## config.mk

```make
export PLATFORM = sky130hd
export DESIGN_NAME = power_mode_clock_sequencer
export DESIGN_NICKNAME = d
export VERILOG_FILES = /design/src/core/power_mode_pkg.sv /design/src/core/osc_sync_if.sv /design/src/core/osc_sync.sv /design/src/core/power_mode_clock_sequencer.sv
export SDC_FILE = /design/constraint.sdc
export NUM_CORES = 1
export LEC_CHECK = 0
export ABC_AREA = 1
export BUFFER_PORTS_ARGS = -buffer_cell sky130_fd_sc_hd__buf_2
export CAP_MARGIN = 10
export CORE_ASPECT_RATIO = 0.7
export CORE_MARGIN = 1.5
export CORE_UTILIZATION = 44
export DETAILED_ROUTE_END_ITERATION = 8
export GPL_ROUTABILITY_DRIVEN = 0
export PLACE_DENSITY = 0.7
export SETUP_SLACK_MARGIN = 0.4
export SLEW_MARGIN = 40
export SYNTH_ARGS = -nofsm -noshare
export SYNTH_HDL_FRONTEND = slang
export SYNTH_SLANG_ARGS = --single-unit
```

## constraint.sdc

```tcl
create_clock -name clk_in -period 2.66 [get_ports clk_in]
set_input_delay 0.399 -clock clk_in [delete_from_list [all_inputs] [get_ports clk_in]]
set_output_delay 0.399 -clock clk_in [all_outputs]
set_load 0.02 [all_outputs]
```

## src/core/power_mode_pkg.sv

```systemverilog
/*
 * Shared constants and types for the power-mode clock sequencer.
 * Assumes a 40 MHz register clock and byte addresses on the bus.
 */
package power_mode_pkg;

   // ----------------------------------------------------------------
   // Register map
   // ----------------------------------------------------------------
   localparam int          ADDR_W     = 4;
   localparam logic [3:0]  REG_CTRL   = 4'h0;
   localparam logic [3:0]  REG_CONFIG = 4'h4;
   localparam logic [3:0]  REG_STATUS = 4'h8;

   // Control fields.
   localparam int SEL_LO_BIT = 0;
   localparam int SEL_HI_BIT = 1;
   localparam int LFSS_BIT   = 3;
   localparam int FREQ_LSB   = 4;
   localparam int FREQ_W     = 3;
   localparam int IDLE_BIT   = 7;

   // Configuration fields.
   localparam int SEC_EN_BIT   = 0;
   localparam int WDT_EN_BIT   = 1;
   localparam int FAIL_MON_BIT = 2;
   localparam int TWO_SPD_BIT  = 3;

   // Status fields.
   localparam int PRI_FLAG_BIT = 0;
   localparam int INT_FLAG_BIT = 1;
   localparam int SEC_FLAG_BIT = 2;
   localparam int MODE_LSB     = 4;
   localparam int CPU_RUN_BIT  = 7;

   localparam logic [7:0] CTRL_RESET   = 8'h00;
   localparam logic [3:0] CONFIG_RESET = 4'h0;

   // Mode codes shown in status.
   localparam logic [2:0] CODE_PRIMARY_RUN_MODE  = 3'h0;
   localparam logic [2:0] CODE_SECONDARY_RUN_MODE  = 3'h1;
   localparam logic [2:0] CODE_INT_RUN  = 3'h2;
   localparam logic [2:0] CODE_SLEEP    = 3'h3;
   localparam logic [2:0] CODE_PRIMARY_IDLE_MODE = 3'h4;
   localparam logic [2:0] CODE_SECONDARY_IDLE_MODE = 3'h5;
   localparam logic [2:0] CODE_INT_IDLE = 3'h6;
   localparam logic [2:0] CODE_WAKING   = 3'h7;

   // ----------------------------------------------------------------
   // Timing
   // ----------------------------------------------------------------
   localparam int CLK_MHZ       = 40;
   localparam int CPU_READY_NS  = 2000;
   localparam int SETTLE_NS     = 1000;
   localparam int CPU_READY_CYC = (CPU_READY_NS * CLK_MHZ + 999) / 1000;
   localparam int SETTLE_CYC    = (SETTLE_NS * CLK_MHZ + 999) / 1000;
   localparam int CNT_W         = 8;
   localparam int SYNC_W        = 2;

   typedef enum logic [2:0] {
      M_RUN, M_SLEEP, M_IDLE, M_WAKE, M_READY
   } mode_type;

   typedef enum logic [1:0] {
      SRC_NONE, SRC_PRI, SRC_SEC, SRC_INT
   } src_type;

endpackage

```

## src/core/osc_sync_if.sv

```systemverilog
/*
 * Carries oscillator status pins into the sequencer after filtering.
 * Assumes both ends share the register clock.
 */
`timescale 1ns/1ps
`default_nettype none
interface osc_sync_if;
   import power_mode_pkg::*;
   logic [SYNC_W-1:0] raw;
   logic [SYNC_W-1:0] clean;
   modport filter (input raw, output clean);
   modport user   (output raw, input clean);
endinterface
`default_nettype wire

```

## src/core/osc_sync.sv

```systemverilog
/*
 * Three-stage synchroniser for oscillator status pins.
 * Assumes the pins are asynchronous to clk_in.
 */
`timescale 1ns/1ps
`default_nettype none
module osc_sync
   import power_mode_pkg::*;
(
   input  wire logic   clk_in,    // Register clock
   input  wire logic   arst_n_in, // Asynchronous reset, active low
   osc_sync_if.filter  sync_io    // Raw pins in, filtered levels out
);

   typedef struct packed {
      logic [SYNC_W-1:0] s1;
      logic [SYNC_W-1:0] s2;
      logic [SYNC_W-1:0] s3;
      logic [SYNC_W-1:0] q;
   } sync_state_type;

   sync_state_type st_r;
   sync_state_type st_nxt;

   // A bit changes only once stages two and three agree.
   always_comb begin
      st_nxt    = st_r;
      st_nxt.s1 = sync_io.raw;
      st_nxt.s2 = st_r.s1;
      st_nxt.s3 = st_r.s2;
      for (int i = 0; i < SYNC_W; i++) begin
         if (st_r.s2[i] == st_r.s3[i]) begin
            st_nxt.q[i] = st_r.s3[i];
         end
      end
   end

   always_ff @(posedge clk_in or negedge arst_n_in) begin
      if (!arst_n_in) begin
         st_r <= '0;
      end else begin
         st_r <= st_nxt;
      end
   end

   assign sync_io.clean = st_r.q;

endmodule // osc_sync
`default_nettype wire

```

## src/core/power_mode_clock_sequencer.sv

```systemverilog
/*
 * Power-mode clock sequencer: picks the clock source for CPU and
 * peripherals, runs Sleep and Idle entry and wake, keeps status flags.
 * Assumes sleep and wake strobes come from logic on clk_in and that
 * oscillator-ready pins are asynchronous.
 */
`timescale 1ns/1ps
`default_nettype none

// Summary of operation
// - Select-high set: go internal, primary off
// - Select-low ignored while select-high set
// - Frequency field writes take effect at once
// - Zero frequency and source: slow RC clocks
// - Stable flag set only after settling
// - Already-stable fast oscillator keeps flag set
// - Internal to primary: switch when primary ready
// - Clock switch leaves control bits unchanged
// - Slow RC runs if watchdog/monitor enabled
// - Sleep: clocks stop, all status flags clear
// - Sleep/Idle: secondary keeps running; slow RC in Sleep only with watchdog/monitor
// - Sleep wake waits source unless two-speed or fail monitor
// - Idle: CPU stops, peripherals clocked, flags kept
// - Idle exits by wake event, then ready delay
// - Wake never alters control bits
// - Watchdog in Sleep/Idle wakes, not resets
// - Primary idle keeps primary and its flag
// - Primary idle wake: primary after delay
// - Secondary idle: primary off, secondary flag
// - Secondary idle wake stays on secondary
// - Secondary disabled: secondary-idle sleep ignored
// - Secondary not running: peripherals withheld
// - Select pair 00 pri, 01 sec, 1x internal
// - Idle bit sampled when sleep executes
module power_mode_clock_sequencer
   import power_mode_pkg::*;
(
   input  wire logic         clk_in,                  // Register clock
   input  wire logic         arst_n_in,               // Reset, active low
   input  wire logic [3:0]   avs_address_in,          // Byte address
   input  wire logic         avs_read_in,             // Read request
   input  wire logic         avs_write_in,            // Write request
   input  wire logic [31:0]  avs_writedata_in,        // Write data
   input  wire logic [3:0]   avs_byteenable_in,       // Byte lanes
   output logic [31:0]       avs_readdata_out,        // Read data
   output logic              avs_waitrequest_out,     // Stall
   input  wire logic         sleep_exec_in,           // Sleep executed
   input  wire logic         wake_irq_in,             // Interrupt wake
   input  wire logic         wdt_timeout_in,          // Watchdog time-out
   input  wire logic         primary_ready_in,        // Primary ready pin
   input  wire logic         secondary_running_in,    // Secondary running
   output logic              cpu_clk_en_out,          // CPU clock gate
   output logic              periph_clk_en_out,       // Peripheral gate
   output logic [1:0]        clock_mux_sel_out,       // Source select
   output logic [2:0]        internal_freq_out,       // Internal divider
   output logic              primary_osc_en_out,      // Primary on
   output logic              secondary_osc_en_out,    // Secondary on
   output logic              fast_internal_osc_en_out,// Fast osc on
   output logic              slow_internal_rc_en_out, // Slow RC on
   output logic              wdt_reset_out            // Watchdog reset
);

   // ----------------------------------------------------------------
   // State
   // ----------------------------------------------------------------
   typedef struct packed {
      mode_type          mode;
      src_type           src;
      logic              idle_on_sleep;
      logic              clock_select_hi;
      logic              clock_select_lo;
      logic              low_freq_source_select;
      logic [FREQ_W-1:0] internal_freq_select;
      logic              secondary_osc_enable;
      logic              wdt_en;
      logic              fail_mon_en;
      logic              two_speed_en;
      logic [CNT_W-1:0]  settle_cnt;
      logic              settled;
      logic [CNT_W-1:0]  dly_cnt;
      logic              ack;
      logic [31:0]       rdata;
      logic              wdt_rst;
   } seq_state_type;

   seq_state_type st_r;
   seq_state_type st_nxt;

   localparam logic [CNT_W-1:0] SETTLE_LAST = CNT_W'(SETTLE_CYC - 1);
   localparam logic [CNT_W-1:0] READY_LAST  = CNT_W'(CPU_READY_CYC - 1);

   osc_sync_if sync_io ();

   logic pri_ready;
   logic sec_running;

   assign sync_io.raw = {secondary_running_in, primary_ready_in};
   assign pri_ready   = sync_io.clean[0];
   assign sec_running = sync_io.clean[1];

   osc_sync u_osc_sync (
      .clk_in    (clk_in),
      .arst_n_in (arst_n_in),
      .sync_io   (sync_io)
   );

   // ----------------------------------------------------------------
   // Helpers
   // ----------------------------------------------------------------
   function automatic logic src_ok(input seq_state_type s, input src_type c,
                                   input logic pr, input logic sr);
      case (c)
         SRC_PRI: src_ok = pr;
         SRC_SEC: src_ok = s.secondary_osc_enable && sr;
         SRC_INT: src_ok = 1'b1;
         default: src_ok = 1'b0;
      endcase
   endfunction

   function automatic logic [1:0] mux_code(input src_type c);
      case (c)
         SRC_PRI: mux_code = 2'h0;
         SRC_SEC: mux_code = 2'h1;
         SRC_INT: mux_code = 2'h2;
         default: mux_code = 2'h3;
      endcase
   endfunction

   function automatic logic [2:0] mode_code(input seq_state_type s);
      logic [2:0] base;
      base = 3'h0;
      case (s.src)
         SRC_SEC: base = CODE_SECONDARY_RUN_MODE;
         SRC_INT: base = CODE_INT_RUN;
         default: base = CODE_PRIMARY_RUN_MODE;
      endcase
      case (s.mode)
         M_RUN:   mode_code = base;
         M_IDLE:  mode_code = base | CODE_PRIMARY_IDLE_MODE;
         M_SLEEP: mode_code = CODE_SLEEP;
         default: mode_code = CODE_WAKING;
      endcase
   endfunction

   // ----------------------------------------------------------------
   // Derived terms
   // ----------------------------------------------------------------
   src_type target;
   logic    fast_req;
   logic    wake;
   logic    bus_req;
   logic    bus_take;

   always_comb begin
      if (st_r.clock_select_hi) begin
         target = SRC_INT;
      end else if (st_r.clock_select_lo) begin
         target = SRC_SEC;
      end else begin
         target = SRC_PRI;
      end
   end

   assign fast_req = (st_r.internal_freq_select != '0) || st_r.low_freq_source_select;
   assign wake     = wake_irq_in || wdt_timeout_in;
   assign bus_req  = avs_read_in || avs_write_in;
   assign bus_take = bus_req && st_r.ack;

   // ----------------------------------------------------------------
   // Next state
   // ----------------------------------------------------------------
   always_comb begin
      st_nxt         = st_r;
      st_nxt.wdt_rst = 1'b0;

      // Fast oscillator settling runs in every mode but Sleep, so a source
      // that was already stable keeps its flag across a switch.
      if (!fast_req || st_r.mode == M_SLEEP) begin
         st_nxt.settle_cnt = '0;
         st_nxt.settled    = 1'b0;
      end else if (!st_r.settled) begin
         if (st_r.settle_cnt == SETTLE_LAST) begin
            st_nxt.settled = 1'b1;
         end else begin
            st_nxt.settle_cnt = st_r.settle_cnt + 1'b1;
         end
      end

      case (st_r.mode)
         M_RUN: begin
            // Old source keeps clocking until the new one is ready.
            if (st_r.src != target &&
                src_ok(st_r, target, pri_ready, sec_running)) begin
               st_nxt.src = target;
            end
            if (wdt_timeout_in) begin
               st_nxt.wdt_rst = 1'b1;
            end
            if (sleep_exec_in) begin
               if (!st_r.idle_on_sleep) begin
                  st_nxt.mode = M_SLEEP;
                  st_nxt.src  = SRC_NONE;
               end else if (target == SRC_SEC &&
                            !st_r.secondary_osc_enable) begin
                  st_nxt.mode = M_RUN;
               end else begin
                  st_nxt.mode = M_IDLE;
                  if (target == SRC_SEC) begin
                     st_nxt.src = SRC_SEC;
                  end
               end
            end
         end

         M_IDLE: begin
            if (st_r.src != target &&
                src_ok(st_r, target, pri_ready, sec_running)) begin
               st_nxt.src = target;
            end
            if (wake) begin
               st_nxt.mode    = M_READY;
               st_nxt.dly_cnt = '0;
            end
         end

         M_SLEEP: begin
            if (wake) begin
               st_nxt.mode = M_WAKE;
            end
         end

         M_WAKE: begin
            if (src_ok(st_r, target, pri_ready, sec_running)) begin
               st_nxt.src     = target;
               st_nxt.mode    = M_READY;
               st_nxt.dly_cnt = '0;
            end else if (st_r.two_speed_en || st_r.fail_mon_en) begin
               // Run early from the internal block; the run-mode switch
               // moves to the chosen source once it is ready.
               st_nxt.src     = SRC_INT;
               st_nxt.mode    = M_READY;
               st_nxt.dly_cnt = '0;
            end
         end

         M_READY: begin
            if (st_r.dly_cnt == READY_LAST) begin
               st_nxt.mode = M_RUN;
            end else begin
               st_nxt.dly_cnt = st_r.dly_cnt + 1'b1;
            end
         end

         default: begin
            st_nxt.mode = M_WAKE;
            st_nxt.src  = SRC_NONE;
         end
      endcase

      // Bus slave: one wait state, then the access completes.
      st_nxt.ack = bus_req && !st_r.ack;
      if (bus_req && !st_r.ack && avs_read_in) begin
         st_nxt.rdata = '0;
         case (avs_address_in)
            REG_CTRL: begin
               st_nxt.rdata[IDLE_BIT]   = st_r.idle_on_sleep;
               st_nxt.rdata[SEL_HI_BIT] = st_r.clock_select_hi;
               st_nxt.rdata[SEL_LO_BIT] = st_r.clock_select_lo;
               st_nxt.rdata[LFSS_BIT]   = st_r.low_freq_source_select;
               st_nxt.rdata[FREQ_LSB +: FREQ_W] = st_r.internal_freq_select;
            end
            REG_CONFIG: begin
               st_nxt.rdata[SEC_EN_BIT]   = st_r.secondary_osc_enable;
               st_nxt.rdata[WDT_EN_BIT]   = st_r.wdt_en;
               st_nxt.rdata[FAIL_MON_BIT] = st_r.fail_mon_en;
               st_nxt.rdata[TWO_SPD_BIT]  = st_r.two_speed_en;
            end
            REG_STATUS: begin
               st_nxt.rdata[PRI_FLAG_BIT] = (st_r.src == SRC_PRI);
               st_nxt.rdata[SEC_FLAG_BIT] = (st_r.src == SRC_SEC);
               st_nxt.rdata[INT_FLAG_BIT] = (st_r.src == SRC_INT) &&
                                            st_r.settled;
               st_nxt.rdata[MODE_LSB +: 3] = mode_code(st_r);
               st_nxt.rdata[CPU_RUN_BIT]   = (st_r.mode == M_RUN);
            end
            default: st_nxt.rdata = '0;
         endcase
      end

      // Only software writes move the control bits; no switch or wake
      // path touches them.
      if (bus_take && avs_write_in && avs_byteenable_in[0]) begin
         case (avs_address_in)
            REG_CTRL: begin
               st_nxt.idle_on_sleep   = avs_writedata_in[IDLE_BIT];
               st_nxt.clock_select_hi = avs_writedata_in[SEL_HI_BIT];
               st_nxt.clock_select_lo = avs_writedata_in[SEL_LO_BIT];
               st_nxt.low_freq_source_select = avs_writedata_in[LFSS_BIT];
               st_nxt.internal_freq_select =
                  avs_writedata_in[FREQ_LSB +: FREQ_W];
            end
            REG_CONFIG: begin
               st_nxt.secondary_osc_enable = avs_writedata_in[SEC_EN_BIT];
               st_nxt.wdt_en       = avs_writedata_in[WDT_EN_BIT];
               st_nxt.fail_mon_en  = avs_writedata_in[FAIL_MON_BIT];
               st_nxt.two_speed_en = avs_writedata_in[TWO_SPD_BIT];
            end
            default: begin
               st_nxt.wdt_en = st_r.wdt_en;
            end
         endcase
      end
   end

   // ----------------------------------------------------------------
   // Registers
   // ----------------------------------------------------------------
   always_ff @(posedge clk_in or negedge arst_n_in) begin
      if (!arst_n_in) begin
         st_r                        <= '0;
         st_r.mode                   <= M_WAKE;
         st_r.src                    <= SRC_NONE;
         st_r.idle_on_sleep          <= CTRL_RESET[IDLE_BIT];
         st_r.clock_select_hi        <= CTRL_RESET[SEL_HI_BIT];
         st_r.clock_select_lo        <= CTRL_RESET[SEL_LO_BIT];
         st_r.low_freq_source_select <= CTRL_RESET[LFSS_BIT];
         st_r.internal_freq_select   <= CTRL_RESET[FREQ_LSB +: FREQ_W];
         st_r.secondary_osc_enable   <= CONFIG_RESET[SEC_EN_BIT];
         st_r.wdt_en                 <= CONFIG_RESET[WDT_EN_BIT];
         st_r.fail_mon_en            <= CONFIG_RESET[FAIL_MON_BIT];
         st_r.two_speed_en           <= CONFIG_RESET[TWO_SPD_BIT];
      end else begin
         st_r <= st_nxt;
      end
   end

   // ----------------------------------------------------------------
   // Outputs
   // ----------------------------------------------------------------
   assign avs_readdata_out    = st_r.rdata;
   assign avs_waitrequest_out = bus_req && !st_r.ack;

   // CPU clock is gated off in Sleep, Idle and while it gets ready.
   assign cpu_clk_en_out = (st_r.mode == M_RUN);

   // Peripherals run in Run, Idle and the ready delay, but only once
   // the chosen source really oscillates.
   assign periph_clk_en_out = (st_r.mode == M_RUN || st_r.mode == M_IDLE ||
                               st_r.mode == M_READY) &&
                              src_ok(st_r, st_r.src, pri_ready,
                                     sec_running);

   assign clock_mux_sel_out = mux_code(st_r.src);
   assign internal_freq_out = st_r.internal_freq_select;

   assign primary_osc_en_out = (st_r.mode != M_SLEEP) &&
                               (st_r.src == SRC_PRI ||
                                target == SRC_PRI);

   assign secondary_osc_en_out = st_r.secondary_osc_enable;

   assign fast_internal_osc_en_out = fast_req &&
                                     (st_r.mode != M_SLEEP);

   assign slow_internal_rc_en_out = st_r.wdt_en || st_r.fail_mon_en ||
                                    (st_r.mode != M_SLEEP &&
                                     st_r.src == SRC_INT &&
                                     !fast_req);

   assign wdt_reset_out = st_r.wdt_rst;

endmodule // power_mode_clock_sequencer
`default_nettype wire

```

==> results.md <==
* Slowest CP cell: dfrtp_1
* Final Total Pwr at 2.60 mW
* CP Max Fanout at 6
* Core ar. at 6400 um2
* First-pass GRT wire length at 10100 um
* Final nets at 477
* Type of origin of the critical path: flip-flop
* Total GRT Usage at 17.6%
* Port Buffers at 42
* CTS tree: done
* Max-slew violation count at 0
* Diodes inserted at 0
* Sequential cell area fraction in the yosys report at 42.7%
* Fill cells at 624
* Worst slack, placed at 884 ps
* Post-DRT Antenna Nets at 0
* WL final at 6110 um
* R2R Path Start: st_r[43]
* Final hold slack at 79.3 ps
* Reg2reg setup slack at 1130 ps
* RSZ-0062 raised after global routing: no
* DRT Pass-1 Iters at 5
* Fin worst setup slack at 527 ps
* Setup repair bufs after CTS at 0
* Setup TNS at 0 ps
* Outcome: finished clean
* Post-Syn Area per Cell at 7.82 um2
* Largest net degree at the start of global routing at 44
* WP data arrival at 1730 ps
* Worst flop-to-flop path endpoint: st_r[48]
* Initial Util at 46.9%
* Clk sink count at 51
* Clk slew on worst S/H paths at 90 ps
* DP HPWL at 4770 um
* Initial DRC count at 158
* Compound-cell area share of the yosys netlist at 9.52%
* Synthesized flop and latch total at 51
* Maximum vdd drop at 0.000354 V
* Fin. Hold Viols at 0
* Width of the die at 102 um
* Tmin final at 2130 ps
* Vias per inst at 4.67
* Critical path depth in cells at 5
* CTS Hold Buffers Added at 0
* # IOs at 94
* Worst-Margin Slew at 566 ps
* CP Capture Type: output port
* Fin crit share at 80.2%
* DP Cell Count at 505
* Clock latency on the worst-skew pair at 300 ps
* Post-Synthesis Cell Area at 3000 um2
* Worst Clk Skew at 8.90 ps
* CTS resizes at 0
* H-tree levels at 2
* Final setup vio count at 0
* Post-synthesis mux area share at 0%
* Synth-to-layout area growth at 8.18%
* WL/cell at 11.9 um
* CTS max path bufs at 2
* Max Cap Violations at 0
* Cell Rows at 24
* Lkg Pwr at 1.73 nW
* Relative slew slack at 62.3%
* Worst path bufs/invs at 2
* Yosys warns at 0
* Crit. Startpoint: st_r[63]
* Largest stage delay on the critical path at 440 ps
* Via count at 2398
* Critical path, cell by cell: inv_1 > ha_1 > a21oi_1 > a221oi_1 > buf_2
* Synth cell types at 34
* Syn Inst Count at 383
* R2R cell count at 8
* GRT overflow at 0
* Crit path max-delay family: flip-flops
* Tightest Hold Check Type: primary input to async pin
* CTS buffer count at 5
* Layout cells sized above 1 at 20.9%
* Finished Layout Cells at 513
* Crit path capture: periph_clk_en_out
* Synth Area in Simple Gates at 26.9%
* Largest family of logic cells by synthesized area: simple AND/OR/NAND/NOR gates
* Fmax at 469 MHz
* Root Driver: clkbuf_8
* Adder-cell share of the synthesized area at 3.59%
* Die area at 7320 um2
* Die Span Y at 72.0 um
* CP Class: flip-flop to output port
* XOR/XNOR Fraction of Synth Area at 1.75%
* Vias in the first global route at 2195
* Initial antenna violation count at 0
* Worst EP required at 2260 ps
* DRC at 0
* Power density over cell area at 803 nW/um2
## cell families after synthesis
| logic type | count (synthesis) |
|---|---|
| flops | 51 |
| fa+ha+maj | 9 |
| other cells | 1 |
| xor+xnor | 6 |
| compound gates | 50 |
| simple gates | 180 |
| buf+inv | 86 |
## layer usage
metal / vias up / part of all wire, % / track usage (%)
li1: 1224 / - / -
met1: 1096 / 51 / 26.3
met2: 73 / 42 / 25.6
met3: 5 / 6.4 / 3.66
met4: 0 / 0.82 / 5.25
met5: - / 0 / 0
## worst min-delay path by stage
stage / startpoint / to / slack, ps / cells past startpoint
floorplan: arst_n_in / avs_readdata_out[0] / 100 / 0
global placement: u_osc_sync.st_nxt[4] / u_osc_sync.st_nxt[2] / 340 / 0
detailed placement: u_osc_sync.st_nxt[4] / u_osc_sync.st_nxt[2] / 350 / 0
CTS: arst_n_in / u_osc_sync.sync_io.clean[1] / 100 / 1
global route: arst_n_in / u_osc_sync.sync_io.clean[1] / 110 / 1
finish: arst_n_in / u_osc_sync.st_r[3] / 80 / 1
## worst register-to-register path, cell delays in order (launching register included)
cell and delay [ps]:
dfrtp_1 400, ha_1 180, inv_1 80, nor3_1 140, nand2_1 110, nand2_1 180
nand2_1 140, a21oi_1 150, nor2_1 50
## report_power, final
group          switching [mW]  internal [mW]  leakage [nW]
clock                   0.255          0.185        0.0412
sequential              0.139          0.926         0.645
combinational           0.731          0.367          1.05
## registers in the layout (all words and copies together), names as in the netlist
| name | count |
|---|---|
| st_r | 30 |
| avs_readdata_out | 8 |
| u_osc_sync.st_nxt | 4 |
| internal_freq_out | 3 |
| u_osc_sync.st_r | 2 |
| u_osc_sync.sync_io.clean | 2 |
| secondary_osc_en_out | 1 |
| wdt_reset_out | 1 |
## per-stage QoR
| stage | util, % | instance area [um2] |
|---|---|---|
| after floorplan | - | 3080 |
| after global placement | 49.3 | 3150 |
| after detailed placement | 49.4 | 3160 |
| after CTS | 50.7 | 3240 |
| after global routing | 50.7 | 3240 |
| final | 50.7 | 3240 |
## cells in the mapped netlist, drive strengths merged
cell,number,area share [%]
nand3,14,2.5
buf,36,8.9
o21ai,24,4.3
xnor2,1,0.29
maj3,2,0.67
nor2,32,4.6
o22ai,4,0.83
nand2,119,17
clkinv,1,0.29
nor3,7,1.2
inv,49,6.2
nand4,5,1.0
xor2,5,1.5
a221oi,1,0.29
a21oi,18,3.4
o211ai,1,0.25
dfstp,2,1.8
dfrtp,49,41
ha,7,2.9
a22oi,2,0.50
or2,2,0.42
conb,1,0.13
and3,1,0.21
## cells in the final DEF, fill, tap and decap left out, types with 7 or more instances in the layout
master,count
nand2_2,12
inv_1,43
nor3_1,7
conb_1,24
nor2_1,25
ha_1,7
a21oi_1,17
nand2_1,104
o21ai_0,20
nand3_1,13
nor2_2,7
dfrtp_1,49
buf_2,41
## layout make-up
class                           count  area, um2  area share (%)
Multi-Input combinational cell    269       1340            41.4
Inverter                           50        195            6.02
Clock inverter                      2       12.5           0.386
Clock buffer                        6       72.6            2.24
Sequential cell                    51       1280            39.4
Timing Repair Buffer               44        228            7.02
Tap cell                           91        114            3.51
Power figures use the tool's default switching activity.
